$ cat config.mk
export PLATFORM = sky130hd
export DESIGN_NAME = apmc_regs
export DESIGN_NICKNAME = d
export VERILOG_FILES = /design/src/logic/apmc_pkg.sv /design/src/logic/apmc_regs.sv /design/src/logic/apmc_i2c_port.sv
export SDC_FILE = /design/constraint.sdc
export NUM_CORES = 1
export LEC_CHECK = 0
export ABC_AREA = 1
export BUFFER_PORTS_ARGS = -buffer_cell sky130_fd_sc_hd__buf_4
export CORE_ASPECT_RATIO = 1.75
export CORE_MARGIN = 5
export CORE_UTILIZATION = 55
export DETAILED_ROUTE_END_ITERATION = 10
export PLACE_DENSITY = 0.73
export SYNTH_ARGS = -nofsm -noshare
export SYNTH_HDL_FRONTEND = slang
export SYNTH_SLANG_ARGS = --single-unit
$ cat constraint.sdc
create_clock -name clock_i -period 3.55 [get_ports clock_i]
set_input_delay 1.065 -clock clock_i [delete_from_list [all_inputs] [get_ports clock_i]]
set_output_delay 1.065 -clock clock_i [all_outputs]
set_load 0.005 [all_outputs]
$ cat src/logic/apmc_pkg.sv
package apmc_pkg;

	// Register offsets inside the control page.
	localparam logic [7:0] APMC_OFS_PAGE = 8'h00;
	localparam logic [7:0] APMC_OFS_RESET = 8'h01;
	localparam logic [7:0] APMC_OFS_MODE = 8'h02;
	localparam logic [7:0] APMC_OFS_SPK = 8'h04;
	localparam logic [7:0] APMC_OFS_PWR2 = 8'h05;
	localparam logic [7:0] APMC_OFS_PWR1 = 8'h07;

	// Reset values.
	localparam logic [7:0] APMC_RST_PAGE = 8'h00;
	localparam logic [7:0] APMC_RST_MODE = 8'h01;
	localparam logic [7:0] APMC_RST_SPK = 8'h5F;
	localparam logic [7:0] APMC_RST_PWR2 = 8'h00;
	localparam logic [7:0] APMC_RST_PWR1 = 8'h00;

	// Field positions.
	localparam int APMC_BIT_SRST = 0;
	localparam int APMC_BIT_PAGE_AUTO_INCREMENT = 7;
	localparam int APMC_PATH_MSB = 2;
	localparam int APMC_BIT_BST_SEL = 4;
	localparam int APMC_GAIN_MSB = 3;
	localparam int APMC_PWR_MSB = 7;
	localparam int APMC_PWR_LSB = 6;
	localparam int APMC_BIT_MUTE_I = 2;
	localparam int APMC_BIT_MUTE_V = 1;
	localparam int APMC_BIT_MUTE_A = 0;
	localparam int APMC_BIT_ERR = 0;

	// Data path codes; 0, 6 and 7 are not legal.
	localparam logic [2:0] APMC_PATH_PCM = 3'h1;
	localparam logic [2:0] APMC_PATH_PDM_PDM = 3'h5;

	// Power state codes; 3 is not legal.
	localparam logic [1:0] APMC_PWR_DOWN = 2'h0;
	localparam logic [1:0] APMC_PWR_BOOST = 2'h1;
	localparam logic [1:0] APMC_PWR_NOBOOST = 2'h2;
	localparam logic [1:0] APMC_PWR_ILLEGAL = 2'h3;

	// Serial control port; the target address value is arbitrary.
	localparam logic [6:0] APMC_DEV_ADDR = 7'h2A;
	localparam logic [3:0] APMC_BITS_BYTE = 4'h8;
	localparam logic [7:0] APMC_PTR_LAST = 8'h7F;

	typedef enum logic [6:0] {
		APMC_ST_IDLE = 7'h01,
		APMC_ST_ADDR = 7'h02,
		APMC_ST_ACK_ADDR = 7'h04,
		APMC_ST_REG = 7'h08,
		APMC_ST_WDATA = 7'h10,
		APMC_ST_ACK_WR = 7'h20,
		APMC_ST_RDATA = 7'h40
	} apmc_state_t;

endpackage

$ cat src/logic/apmc_regs.sv
// What this block does
// RULE_01: Reset bit starts soft reset, self-clears.
// RULE_02: Auto-increment bit lets accesses cross pages.
// RULE_03: Path selector picks playback and sense path.
// RULE_04: Tracking bit zero selects class H boost.
// RULE_05: Tracking bit one selects class G boost.
// RULE_06: Gain field sets 0 to 15 dB.
// RULE_07: Power field selects down, boost, no-boost.
// RULE_08: Fault power-down shows in power field.
// RULE_09: Fault flag reads one after an error.
// RULE_10: Sense mute bits mute current, voltage sense.
// RULE_11: Playback mute bit mutes audio pop-free.
// RULE_12: Host writes reserved bits only as reset.
`timescale 1ns/1ps
module apmc_regs import apmc_pkg::*; (
	input wire logic clock_i,
	input wire logic sys_rst_i,
	input wire logic scl_i,
	input wire logic sda_i,
	output logic sda_o,
	output logic sda_oe_o,
	input wire logic fault_i,
	output logic soft_reset_o,
	output logic [7:0] page_o,
	output logic [2:0] path_select_o,
	output logic boost_tracking_select_o,
	output logic [3:0] dac_gain_o,
	output logic [1:0] power_state_select_o,
	output logic power_fault_flag_o,
	output logic current_sense_mute_o,
	output logic voltage_sense_mute_o,
	output logic playback_mute_o
);
	logic [7:0] page_r, mode_r, spk_r, pwr2_r, pwr1_r, rd_data, ptr;
	logic [7:0] wr_addr, wr_data, pwr1_nxt;
	logic srst_r, flt_m_r, flt_s_r, wr_stb, wrap, wr_p0, rst_all;

	apmc_i2c_port u_port (
		.clock_i(clock_i),
		.sys_rst_i(sys_rst_i),
		.scl_i(scl_i),
		.sda_i(sda_i),
		.sda_o(sda_o),
		.sda_oe_o(sda_oe_o),
		.rd_data_i(rd_data),
		.ptr_o(ptr),
		.wr_stb_o(wr_stb),
		.wr_addr_o(wr_addr),
		.wr_data_o(wr_data),
		.wrap_o(wrap)
	);

	// Control registers live on page zero; the page register is on all.
	assign wr_p0 = wr_stb && page_r == APMC_RST_PAGE;
	assign rst_all = sys_rst_i | srst_r;

	// The fault line comes from the analog side, so it is synchronised.
	always_ff @(posedge clock_i) begin
		if (sys_rst_i) begin
			flt_m_r <= 1'b0;
			flt_s_r <= 1'b0;
		end else begin
			flt_m_r <= fault_i;
			flt_s_r <= flt_m_r;
		end
	end

	// One-cycle soft reset; the bit never stores, so it reads as zero.
	always_ff @(posedge clock_i) begin
		if (rst_all) begin
			srst_r <= 1'b0;
		end else begin
			srst_r <= wr_p0 && wr_addr == APMC_OFS_RESET &&
				wr_data[APMC_BIT_SRST]; // RULE_01
		end
	end

	// Page select, advanced by the port when the pointer wraps.
	always_ff @(posedge clock_i) begin
		if (rst_all) begin
			page_r <= APMC_RST_PAGE;
		end else if (wr_stb && wr_addr == APMC_OFS_PAGE) begin
			page_r <= wr_data;
		end else if (wrap && mode_r[APMC_BIT_PAGE_AUTO_INCREMENT]) begin
			page_r <= page_r + 8'h01; // RULE_02
		end
	end

	// An illegal path code is dropped so the data path never sees it.
	always_ff @(posedge clock_i) begin
		if (rst_all) begin
			mode_r <= APMC_RST_MODE;
		end else if (wr_p0 && wr_addr == APMC_OFS_MODE) begin
			mode_r[7:APMC_PATH_MSB+1] <= wr_data[7:APMC_PATH_MSB+1];
			if (wr_data[APMC_PATH_MSB:0] >= APMC_PATH_PCM &&
				wr_data[APMC_PATH_MSB:0] <= APMC_PATH_PDM_PDM) begin
				mode_r[APMC_PATH_MSB:0] <= wr_data[APMC_PATH_MSB:0]; // RULE_03
			end
		end
	end

	// Boost tracking and gain are stored as written and drive out directly.
	always_ff @(posedge clock_i) begin
		if (rst_all) begin
			spk_r <= APMC_RST_SPK;
		end else if (wr_p0 && wr_addr == APMC_OFS_SPK) begin
			spk_r <= wr_data; // RULE_04 RULE_05 RULE_06
		end
	end

	// Power state and mutes; a fault overrides a host write of the power state, not of the mutes.
	always_comb begin
		pwr1_nxt = pwr1_r;
		if (wr_p0 && wr_addr == APMC_OFS_PWR1) begin
			pwr1_nxt[APMC_PWR_LSB-1:0] = wr_data[APMC_PWR_LSB-1:0]; // RULE_10
			if (wr_data[APMC_PWR_MSB:APMC_PWR_LSB] != APMC_PWR_ILLEGAL) begin
				pwr1_nxt[APMC_PWR_MSB:APMC_PWR_LSB] =
					wr_data[APMC_PWR_MSB:APMC_PWR_LSB]; // RULE_07
			end
		end
		if (flt_s_r) begin
			pwr1_nxt[APMC_PWR_MSB:APMC_PWR_LSB] = APMC_PWR_DOWN; // RULE_08
		end
	end

	always_ff @(posedge clock_i) begin
		if (rst_all) begin
			pwr1_r <= APMC_RST_PWR1;
		end else begin
			pwr1_r <= pwr1_nxt; // RULE_11
		end
	end

	// Fault flag: set wins over a host clear in the same cycle.
	always_ff @(posedge clock_i) begin
		if (rst_all) begin
			pwr2_r <= APMC_RST_PWR2;
		end else begin
			if (wr_p0 && wr_addr == APMC_OFS_PWR2) begin
				pwr2_r <= wr_data;
			end
			if (flt_s_r) begin
				pwr2_r[APMC_BIT_ERR] <= 1'b1; // RULE_09
			end
		end
	end

	// Read mux feeding the serial port; unmapped offsets read zero.
	always_comb begin
		rd_data = 8'h00;
		if (ptr == APMC_OFS_PAGE) begin
			rd_data = page_r;
		end else if (page_r == APMC_RST_PAGE) begin
			unique case (ptr)
			APMC_OFS_MODE: rd_data = mode_r;
			APMC_OFS_SPK: rd_data = spk_r;
			APMC_OFS_PWR2: rd_data = pwr2_r;
			APMC_OFS_PWR1: rd_data = pwr1_r;
			default: rd_data = 8'h00;
			endcase
		end
	end

	// Outputs are register slices, so each comes straight from a flop.
	assign soft_reset_o = srst_r;
	assign page_o = page_r;
	assign path_select_o = mode_r[APMC_PATH_MSB:0];
	assign boost_tracking_select_o = spk_r[APMC_BIT_BST_SEL];
	assign dac_gain_o = spk_r[APMC_GAIN_MSB:0];
	assign power_state_select_o = pwr1_r[APMC_PWR_MSB:APMC_PWR_LSB];
	assign power_fault_flag_o = pwr2_r[APMC_BIT_ERR];
	assign current_sense_mute_o = pwr1_r[APMC_BIT_MUTE_I];
	assign voltage_sense_mute_o = pwr1_r[APMC_BIT_MUTE_V];
	assign playback_mute_o = pwr1_r[APMC_BIT_MUTE_A];
endmodule

$ cat src/logic/apmc_i2c_port.sv
`timescale 1ns/1ps
module apmc_i2c_port import apmc_pkg::*; (
	input wire logic clock_i,
	input wire logic sys_rst_i,
	input wire logic scl_i,
	input wire logic sda_i,
	output logic sda_o,
	output logic sda_oe_o,
	input wire logic [7:0] rd_data_i,
	output logic [7:0] ptr_o,
	output logic wr_stb_o,
	output logic [7:0] wr_addr_o,
	output logic [7:0] wr_data_o,
	output logic wrap_o
);
	logic scl_m_r, scl_s_r, scl_d_r, sda_m_r, sda_s_r, sda_d_r;
	logic scl_rise, scl_fall, start_det, stop_det;
	apmc_state_t state_r;
	logic host_ack_r;
	logic [3:0] cnt_r;
	logic [7:0] sh_r;
	logic rw_r, nack_r, oe_r, wr_stb_r, wrap_r;
	logic [7:0] ptr_r, wr_addr_r, wr_data_r, ptr_inc;

	// Both bus pins come from another party, so each passes two flops.
	always_ff @(posedge clock_i) begin
		if (sys_rst_i) begin
			scl_m_r <= 1'b1;
			scl_s_r <= 1'b1;
			scl_d_r <= 1'b1;
			sda_m_r <= 1'b1;
			sda_s_r <= 1'b1;
			sda_d_r <= 1'b1;
		end else begin
			scl_m_r <= scl_i;
			scl_s_r <= scl_m_r;
			scl_d_r <= scl_s_r;
			sda_m_r <= sda_i;
			sda_s_r <= sda_m_r;
			sda_d_r <= sda_s_r;
		end
	end

	// Edge and frame detection on the synchronised copies only.
	assign scl_rise = scl_s_r & ~scl_d_r;
	assign scl_fall = ~scl_s_r & scl_d_r;
	assign start_det = scl_s_r & scl_d_r & ~sda_s_r & sda_d_r;
	assign stop_det = scl_s_r & scl_d_r & sda_s_r & ~sda_d_r;
	assign ptr_inc = (ptr_r == APMC_PTR_LAST) ? 8'h00 : ptr_r + 8'h01;

	// Byte engine; data changes only while the clock is low.
	always_ff @(posedge clock_i) begin
		if (sys_rst_i) begin
			state_r <= APMC_ST_IDLE;
			host_ack_r <= 1'b0;
			cnt_r <= 4'h0;
			sh_r <= 8'h00;
			rw_r <= 1'b0;
			nack_r <= 1'b0;
			oe_r <= 1'b0;
			ptr_r <= 8'h00;
			wr_stb_r <= 1'b0;
			wr_addr_r <= 8'h00;
			wr_data_r <= 8'h00;
			wrap_r <= 1'b0;
		end else begin
			wr_stb_r <= 1'b0;
			wrap_r <= 1'b0;
			if (start_det) begin
				state_r <= APMC_ST_ADDR;
				host_ack_r <= 1'b0;
				cnt_r <= 4'h0;
				oe_r <= 1'b0;
			end else if (stop_det) begin
				state_r <= APMC_ST_IDLE;
				host_ack_r <= 1'b0;
				oe_r <= 1'b0;
			end else begin
				unique case (state_r)
				APMC_ST_IDLE: begin
					oe_r <= 1'b0;
				end
				APMC_ST_ADDR, APMC_ST_REG, APMC_ST_WDATA: begin
					if (scl_rise) begin
						sh_r <= {sh_r[6:0], sda_s_r};
						cnt_r <= cnt_r + 4'h1;
					end else if (scl_fall && cnt_r == APMC_BITS_BYTE) begin
						cnt_r <= 4'h0;
						oe_r <= 1'b1;
						state_r <= APMC_ST_ACK_WR;
						if (state_r == APMC_ST_ADDR) begin
							rw_r <= sh_r[0];
							state_r <= APMC_ST_ACK_ADDR;
							if (sh_r[7:1] != APMC_DEV_ADDR) begin
								oe_r <= 1'b0;
								state_r <= APMC_ST_IDLE;
							end
						end else if (state_r == APMC_ST_REG) begin
							ptr_r <= sh_r;
						end else begin
							wr_stb_r <= 1'b1;
							wr_addr_r <= ptr_r;
							wr_data_r <= sh_r;
							ptr_r <= ptr_inc;
							wrap_r <= (ptr_r == APMC_PTR_LAST);
						end
					end
				end
				APMC_ST_ACK_ADDR: begin
					if (scl_fall) begin
						cnt_r <= 4'h0;
						if (rw_r) begin
							sh_r <= rd_data_i;
							oe_r <= ~rd_data_i[7];
							state_r <= APMC_ST_RDATA;
						end else begin
							oe_r <= 1'b0;
							state_r <= APMC_ST_REG;
						end
					end
				end
				APMC_ST_ACK_WR: begin
					if (scl_fall) begin
						oe_r <= 1'b0;
						state_r <= APMC_ST_WDATA;
					end
				end
				APMC_ST_RDATA: begin
					// The host acknowledge slot follows the eighth bit.
					if (scl_rise && host_ack_r) begin
						nack_r <= sda_s_r;
					end else if (scl_rise) begin
						cnt_r <= cnt_r + 4'h1;
					end else if (scl_fall && host_ack_r) begin
						host_ack_r <= 1'b0;
						cnt_r <= 4'h0;
						if (!nack_r) begin
							sh_r <= rd_data_i;
							oe_r <= ~rd_data_i[7];
						end else begin
							state_r <= APMC_ST_IDLE;
						end
					end else if (scl_fall && cnt_r == APMC_BITS_BYTE) begin
						oe_r <= 1'b0;
						host_ack_r <= 1'b1;
						ptr_r <= ptr_inc;
						wrap_r <= (ptr_r == APMC_PTR_LAST);
					end else if (scl_fall) begin
						sh_r <= {sh_r[6:0], 1'b0};
						oe_r <= ~sh_r[6];
					end
				end
				endcase
			end
		end
	end

	// Open-drain: the level is always low, only the enable moves.
	assign sda_o = 1'b0;
	assign sda_oe_o = oe_r;
	assign ptr_o = ptr_r;
	assign wr_stb_o = wr_stb_r;
	assign wr_addr_o = wr_addr_r;
	assign wr_data_o = wr_data_r;
	assign wrap_o = wrap_r;

endmodule

==> impl_metrics.env, run 1 <==
export IMPL_final_max_slew_viol_count=0
export IMPL_finalSetupViolCount=0
export IMPL_status="finished clean"
export IMPL_relSlewSlack=0.463
export IMPL_cap_violations=0
export IMPL_synth_area_leaders="dfxtp_1, nand2_1, inv_1, a21oi_1, o21ai_0"
export IMPL_cp_data_arrival_time_ns=2.46
export IMPL_grt_pass1_vias=4695
export IMPL_synth_most_common_cell="nand2_1"
export IMPL_routed_wl_mm=13.5
export IMPL_path_delay_family="buffers and inverters"
export IMPL_worst_path_buf_inv=3
export IMPL_die_w_um=83.3
export IMPL_cts_buffers=9
export IMPL_powerDensity_mw_per_mm2=384
export IMPL_final_core_util=0.618
export IMPL_ctsHtreeMaxLevel=3
export IMPL_gp_congestion=0.943
export IMPL_port_buffers=28
export IMPL_ctsResizeCount=0
export IMPL_synth_cell_types=47
export IMPL_die_area_mm2=0.0115
export IMPL_nets=740
export IMPL_rsz0062_at_grt="false"
export IMPL_grt_max_degree=30
export IMPL_ir_drop_mv=0.246
export IMPL_die_h_um=138
export IMPL_ys_flop_type="dfxtp_1"
export IMPL_diodes=0
export IMPL_synth_compound_area_frac=0.197
export IMPL_synth_xor_area_share=0.0102
export IMPL_seq_area_frac_synth=0.379
export IMPL_grt_usage=0.241
export IMPL_place_hpwl_mm=10.3
export IMPL_crit_fanout=24
export IMPL_slowest_delay_ns=0.60
export IMPL_cts_tree="built"
export IMPL_fin_tns_setup_ns=0
export IMPL_worstMarginPinSlew_ns=0.804
export IMPL_synthTopCellsByCount="nand2_1, dfxtp_1, inv_1"
export IMPL_fill_cells=861
export IMPL_synth_simple_area_share=0.283
export IMPL_numClockSinks=98
export IMPL_drive_gt1_frac=0.150
export IMPL_clkLatencyLatePin_ns=0.34
export IMPL_overflow=0
export IMPL_syn_inst=714
export IMPL_coreArea_mm2=0.00915
export IMPL_grt_pass1_wl_mm=22.6
export IMPL_avgViaCountPerCell=5.57
export IMPL_hold_viol_final=0
export IMPL_clockBufferDepth=2
export IMPL_clock_skew_ns=0.00658
export IMPL_hold_buffers=0
export IMPL_path_class="in2reg"
export IMPL_cp_cell_sequence="buf_4 > nor2_1 > buf_4 > inv_1 > a21oi_1 > o21ai_0 > o21ai_0"
export IMPL_cts_root_buf="clkbuf_16"
export IMPL_ios=30
export IMPL_drc=0
export IMPL_startpoint_type="input pin"
export IMPL_clk_pin_slew_ns=0.06
export IMPL_antenna_found_initial=0
export IMPL_synth_largest_area_cell="dfxtp_1"
export IMPL_synth_edff_count=0
export IMPL_ant_nets=0
export IMPL_worstHoldPathType="reg2reg"
export IMPL_power_leakage_nw=2.34
export IMPL_synth_fp_nets=727
export IMPL_fin_crit_ns=2.25
export IMPL_num_vias=4742
export IMPL_yosysWarnings=0
export IMPL_start_util=0.565
export IMPL_area_growth_synth_to_final_pct=9.32
export IMPL_post_cts_setup_buffers=0
export IMPL_yosysTopAreaCellShare=0.379
export IMPL_wire_per_inst_um=15.8
export IMPL_drt_iter0_drc=298
export IMPL_synthAdderAreaFrac=0.0194
export IMPL_period_share=0.633
export IMPL_first_pass_iters=5
export IMPL_worstSetupEndpointType="register"
export IMPL_synth_mux_area_frac=0
export IMPL_async_flop_share=0
export IMPL_row_count=46
export IMPL_syn_area_mm2=0.00517
export IMPL_timing_fmax_mhz=445
export IMPL_cp_slowest_cell="inv_1"
export IMPL_required_ns=3.76
export IMPL_avgSynthCellArea_um2=7.24
export IMPL_synth_top_family_by_area="simple AND/OR/NAND/NOR gates"
export IMPL_synth_seq_cells=98
-- sequential cells by signal, summed over array words and instances (netlist names), 4 cells and up --
signal	count
u_port.wr_data_o	8
page_o	8
u_port.wr_addr_o	8
spk_r	8
u_port.state_r	7
pwr1_r	8
pwr2_r	8
u_port.ptr_o	8
u_port.sh_r	8
u_port.cnt_r	4
mode_r	8
-- placed cells by master (no fill, tap or decap), types with 4 or more instances in the layout --
master	netlist	final
nor2_1	81	81
inv_1	91	91
nand3_1	33	33
dfxtp_1	98	98
nand2_1	101	101
o21ai_0	63	63
nor3_4	4	4
o22ai_1	6	6
o211ai_1	5	5
nor2_4	7	7
clkbuf_16	0	9
or2_2	4	4
clkbuf_1	8	4
inv_2	13	13
nor2_2	7	7
o21ai_1	7	7
a21oi_1	64	64
xor2_1	6	6
buf_4	14	29
nand4_1	10	10
nand2_2	12	12
a211oi_1	18	18
nand2_4	6	6
nor3_1	10	10
ha_1	8	8
-- logic make-up after synthesis --
logic type      Yosys count
xor+xnor                  6
buf+inv                 134
other cells               1
compound gates          178
fa+ha+maj                 8
simple gates            289
flops                    98
-- routing by layer --
metal / track usage / vias up / wire (µm)
met3: 0.0511 / 44 / 528
met2: 0.441 / 136 / 7210
met1: 0.245 / 2193 / 4920
met4: 0.150 / 0 / 788
li1: - / 2369 / -
met5: 0 / - / 0
-- metrics by stage --
step | instances | power [mW] | setup slack [ns] | hold WS (ns) | cell area [µm²]
2_1_floorplan | 714 | 1.23 | 1.37 | 0.388 | 5170
5_1_grt | 852 | 2.25 | 1.07 | 0.428 | 5650
6_report | 852 | 2.17 | 1.30 | 0.415 | 5650
3_5_place_dp | 836 | 1.25 | 0.987 | 0.403 | 5370
3_3_place_gp | 836 | 1.25 | 0.960 | 0.394 | 5370
4_1_cts | 852 | 2.19 | 1.28 | 0.418 | 5650
-- layout make-up --
type,count,area (µm²),share of cell area
clock buffer,13,240,0.0425
multi-input combinational,482,2640,0.466
tap,120,150,0.0266
clock inverter,3,40.0,0.00708
inverter,107,407,0.0720
sequential,98,1960,0.347
timing repair buffer,29,218,0.0385
-- power by group --
group | internal, mW | total (mW) | switching [mW]
Sequential | 1.11 | 1.12 | 0.00932
Clock | 0.545 | 0.944 | 0.398
Combinational | 0.0317 | 0.110 | 0.0780
Total | 1.69 | 2.17 | 0.486
-- path summary, 6_finish.rpt --
path                            slack [ns]  cells past startpoint             end       startpoint
worst min register to register        0.41                      1  u_port.sda_s_r   u_port.sda_m_r
worst max register to register        1.32                     10  u_port.sh_r[4]  u_port.ptr_o[1]
worst min-delay path                  0.41                      1  u_port.sda_s_r   u_port.sda_m_r
worst max-delay path                  1.30                      7       page_o[0]        sys_rst_i
No activity file was read; power rests on OpenSTA's default activity.
==> run 2: changes to the inputs <==
- clock period: 3.55 -> 2.23 ns (I/O delays scaled with it)
==> run 2 against run 1 <==
Compared with the run above: clock skew shrank 0.00082 ns; combinational power up 72%; die area unchanged; sequential share of layout area decreased by 0.46 points; cell area increased by 1.4%; global-route usage up 0.89 points; wire length rose by 4.2%; via count increased by 2.7%; final cell count grew 1.1%; critical path depth rose by 4; largest cell class unchanged; largest power group unchanged.
==> impl_metrics.env, run 2 (synthesis results as in run 1) <==
export IMPL_status="finished clean"
export IMPL_diodes=0
export IMPL_overflow=0
export IMPL_nets=749
export IMPL_mostFrequentLayoutCells="nand2_1, dfxtp_1, inv_1, nor2_1, a21oi_1"
export IMPL_path_delay_family="simple AND/OR/NAND/NOR gates"
export IMPL_r2r_end="u_port.sh_r[6]"
export IMPL_crit_fanout=6
export IMPL_avgViaCountPerCell=5.66
export IMPL_ios=30
export IMPL_die_w_um=83.3
export IMPL_final_common_cell="nand2_1"
export IMPL_clock_skew_ns=0.00576
export IMPL_grt_pass1_wl_mm=23.6
export IMPL_start_util=0.565
export IMPL_row_count=46
export IMPL_finalSetupViolCount=0
export IMPL_gp_congestion=0.981
export IMPL_routed_wl_mm=14.0
export IMPL_numClockSinks=98
export IMPL_clockBufferDepth=2
export IMPL_timing_fmax_mhz=488
export IMPL_fin_tns_setup_ns=0
export IMPL_ant_nets=0
export IMPL_coreArea_mm2=0.00915
export IMPL_fin_crit_ns=2.05
export IMPL_worst_path_buf_inv=3
export IMPL_power_mw=3.42
export IMPL_cp_data_arrival_time_ns=2.29
export IMPL_die_area_mm2=0.0115
export IMPL_num_vias=4871
export IMPL_cp_cell_sequence="inv_1 > ha_1 > nand3_1 > inv_1 > nand2_1 > o21ai_0 > o21ai_0 > buf_4 > a21oi_1 > nor3_1 > nor2_1"
export IMPL_required_ns=2.47
export IMPL_drc=0
export IMPL_grt_pass1_vias=4902
export IMPL_place_hpwl_mm=11.0
export IMPL_final_core_util=0.626
export IMPL_period_share=0.920
export IMPL_drt_iter0_drc=369
export IMPL_worstSetupEndpointType="register"
export IMPL_fill_cells=849
export IMPL_worstHoldPathType="reg2reg"
export IMPL_hold_viol_final=0
export IMPL_clk_pin_slew_ns=0.07
export IMPL_cap_violations=0
export IMPL_powerDensity_mw_per_mm2=596
export IMPL_reg2reg_slack_ns=0.18
export IMPL_worstMarginPinSlew_ns=0.827
export IMPL_area_growth_synth_to_final_pct=10.8
export IMPL_reg2reg_from="u_port.ptr_o[0]"
export IMPL_ir_drop_mv=0.435
export IMPL_ctsHtreeMaxLevel=3
export IMPL_grt_max_degree=27
export IMPL_cts_root_buf="clkbuf_16"
export IMPL_relSlewSlack=0.448
export IMPL_cp_slowest_cell="dfxtp_1"
export IMPL_min_delay_start="u_port.sda_m_r"
export IMPL_placed_cell_area_mm2=0.00544
export IMPL_startpoint_type="register"
export IMPL_cts_tree="built"
export IMPL_rr_worst_depth=11
export IMPL_stdcell_area_mm2=0.00573
export IMPL_grt_usage=0.250
export IMPL_min_to="u_port.sda_s_r"
export IMPL_clkLatencyLatePin_ns=0.35
export IMPL_drive_gt1_frac=0.170
export IMPL_cts_buffers=9
export IMPL_die_h_um=138
export IMPL_first_pass_iters=5
export IMPL_wire_per_inst_um=16.3
export IMPL_antenna_found_initial=0
export IMPL_power_leakage_nw=2.37
export IMPL_port_buffers=28
export IMPL_path_class="reg2reg"
export IMPL_hold_depth=1
export IMPL_final_max_slew_viol_count=0
export IMPL_slowest_delay_ns=0.40
run 2: report_power, final:
group	switching [mW]	leakage (nW)	internal (mW)
Sequential	0.0143	0.792	1.77
Clock	0.688	0.129	0.759
Combinational	0.132	1.45	0.0573
Total	0.834	2.37	2.58
run 2: layer usage:
metal	GRT usage	share of wire
met5	0	0
met4	0.171	0.068
met3	0.0428	0.046
met2	0.459	0.53
met1	0.251	0.35
run 2: final cells by class:
class	count	area [µm²]	share of cell area
tap	120	150	0.0262
clock inverter	6	42.5	0.00743
timing repair buffer	38	285	0.0498
sequential	98	1960	0.343
multi-input combinational	482	2650	0.463
clock buffer	10	229	0.0400
inverter	107	407	0.0710
run 2: worst max-delay path by stage:
stage                          startpoint  slack (ns)  cells after the start              end
after global routing      u_port.ptr_o[0]       -0.01                     15  u_port.sda_oe_o
after CTS                 u_port.ptr_o[0]         0.1                     14  u_port.sda_oe_o
final                     u_port.ptr_o[0]        0.18                     11   u_port.sh_r[6]
after floorplan                 sys_rst_i        0.45                      6        mode_r[0]
after global placement    u_port.ptr_o[1]        0.16                     14  u_port.sda_oe_o
after detailed placement  u_port.ptr_o[0]        0.12                     14  u_port.sda_oe_o
run 2: repair_timing:
item / in CTS / in global routing
endpoints found under the setup margin: 0 / 5
resized for setup: 0 / 6
hold buffers: 0 / 0
setup buffers: 0 / 0
run 2: metrics by stage:
stage	hold WS [ns]	cells	setup WS [ns]
2_1_floorplan	0.388	714	0.451
5_1_grt	0.440	861	-0.0120
3_3_place_gp	0.391	845	0.164
3_5_place_dp	0.406	845	0.121
6_report	0.418	861	0.179
4_1_cts	0.422	861	0.0987
==> run 3: changes to the inputs <==
- CELL_PAD_IN_SITES_DETAIL_PLACEMENT: unset -> 1
- CELL_PAD_IN_SITES_GLOBAL_PLACEMENT: unset -> 1
- CORE_UTILIZATION: 55 -> 45
- PLACE_DENSITY: 0.73 -> unset
- PLACE_DENSITY_LB_ADDON: unset -> 0.1
==> run 3 against run 2 <==
Compared with the run above: core utilization down 11 points; power up 6.0%; worst hold slack worse by 0.0094 ns; non-clock buffer count up 2; critical path type unchanged; critical endpoint is now u_port.sda_oe_o; largest power group unchanged; highest routed layer unchanged.
==> impl_metrics.env, run 3 (synthesis results as in run 1) <==
export IMPL_reg2reg_from="u_port.ptr_o[1]"
export IMPL_hold_buffers=0
export IMPL_drt_iter0_drc=176
export IMPL_final_max_slew_viol_count=0
export IMPL_clkLatencyLatePin_ns=0.34
export IMPL_clk_pin_slew_ns=0.07
export IMPL_hold_depth=2
export IMPL_ctsHtreeMaxLevel=3
export IMPL_grt_usage=0.240
export IMPL_path_class="reg2reg"
export IMPL_routed_wl_mm=16.1
export IMPL_first_pass_iters=4
export IMPL_die_w_um=91.0
export IMPL_port_buffers=28
export IMPL_num_vias=4814
export IMPL_antenna_found_initial=0
export IMPL_overflow=0
export IMPL_timing_fmax_mhz=479
export IMPL_gp_congestion=0.900
export IMPL_coreArea_mm2=0.0112
export IMPL_cap_violations=0
export IMPL_finalSetupViolCount=0
export IMPL_worstSetupEndpointType="register"
export IMPL_worstHoldPathType="reg2reg"
export IMPL_cp_data_arrival_time_ns=2.31
export IMPL_place_hpwl_mm=12.9
export IMPL_min_delay_start="flt_m_r"
export IMPL_fin_crit_ns=2.09
export IMPL_crit_path_start="u_port.ptr_o[1]"
export IMPL_avgViaCountPerCell=5.51
export IMPL_ir_drop_mv=0.448
export IMPL_final_common_cell="nand2_1"
export IMPL_powerDensity_mw_per_mm2=626
export IMPL_die_area_mm2=0.0138
export IMPL_period_share=0.935
export IMPL_ff_latch_area_mm2=0.00196
export IMPL_multi_input_area_mm2=0.00265
export IMPL_status="finished clean"
export IMPL_die_h_um=152
export IMPL_power_leakage_nw=2.40
export IMPL_grt_pass1_wl_mm=26.2
export IMPL_wire_per_inst_um=18.4
export IMPL_ios=30
export IMPL_startpoint_type="register"
export IMPL_fin_tns_setup_ns=0
export IMPL_cts_root_buf="clkbuf_16"
export IMPL_nets=751
export IMPL_area_growth_synth_to_final_pct=12.0
export IMPL_hold_slack_ns=0.408
export IMPL_grt_pass1_vias=5134
export IMPL_drive_gt1_frac=0.166
export IMPL_finalWorstSetupSlack_ns=0.144
export IMPL_ant_nets=0
export IMPL_rr_worst_depth=16
export IMPL_clock_skew_ns=0.00712
export IMPL_clockBufferDepth=2
export IMPL_hold_viol_final=0
export IMPL_diodes=0
export IMPL_fill_cells=1442
export IMPL_start_util=0.460
export IMPL_numClockSinks=98
export IMPL_row_count=51
export IMPL_mostFrequentLayoutCells="nand2_1, dfxtp_1, inv_1, nor2_1, a21oi_1"
export IMPL_drc=0
export IMPL_crit_fanout=5
export IMPL_dp_slack_ns=0.144
export IMPL_final_core_util=0.515
export IMPL_required_ns=2.46
export IMPL_cts_buffers=9
export IMPL_post_cts_setup_buffers=0
export IMPL_rsz0062_at_grt="false"
export IMPL_cts_tree="built"
export IMPL_grt_max_degree=27
[run 3: cell types whose count changed in the layout (fill, tap and decap cells not counted), sizes merged]
cell	delta
buf	+2
inv	-1
bufinv	+2
clkinv	-2
[run 3: worst paths after layout]
kind,end,slack [ns]
setup / recovery,u_port.sda_oe_o,0.14
hold / removal,flt_s_r,0.41
setup reg to reg,u_port.sda_oe_o,0.14
hold reg to reg,flt_s_r,0.41
[run 3: area by class of cell]
cell class | instances | share of cell area
Inverter | 107 | 0.0703
Tap cell | 132 | 0.0285
Multi-Input combinational cell | 482 | 0.457
Clock inverter | 5 | 0.0138
Clock buffer | 10 | 0.0396
Timing Repair Buffer | 40 | 0.0519
Sequential cell | 98 | 0.339
[run 3: stage by stage]
stage	std cells	cell area [µm²]	power, mW
global route	874	5790	3.77
finish	874	5790	3.62
global placement	859	5470	2.01
floorplan	714	5170	1.95
detailed placement	859	5470	2.01
CTS	874	5780	3.66
[run 3: worst max-delay path, stage by stage (launching register included)]
cell     delay [ns]
dfxtp_1        0.34
inv_1          0.15
ha_1           0.18
nand3_1        0.11
nor2_1         0.22
buf_4          0.19
nand2_1        0.05
nand2_1        0.07
inv_1          0.04
nand2_1        0.06
nand2_1        0.13
nand2_1        0.12
nand2_1        0.05
nand3_1        0.06
nand2_1        0.06
nand2_1        0.06
a21oi_1        0.06
[run 3: timing repair]
action | in CTS | in global routing
resized for setup | 0 | 3
setup endpoints to repair | 0 | 3
endpoints found under the hold margin | 0 | 0
[run 3: report_power, final]
part           internal (mW)  total, mW  leakage [nW]  switching (mW)
clock network          0.976       1.65         0.145           0.673
registers               1.77       1.78         0.792          0.0143
logic                 0.0605      0.193          1.46           0.133
total                   2.80       3.62          2.40           0.820
[run 3: routing by layer]
metal | vias to the layer above | track usage | part of all wire
met1 | 2332 | 0.236 | 0.37
met3 | 27 | 0.0351 | 0.021
li1 | 2391 | - | -
met5 | - | 0 | 0
met2 | 64 | 0.483 | 0.57
met4 | 0 | 0.105 | 0.037
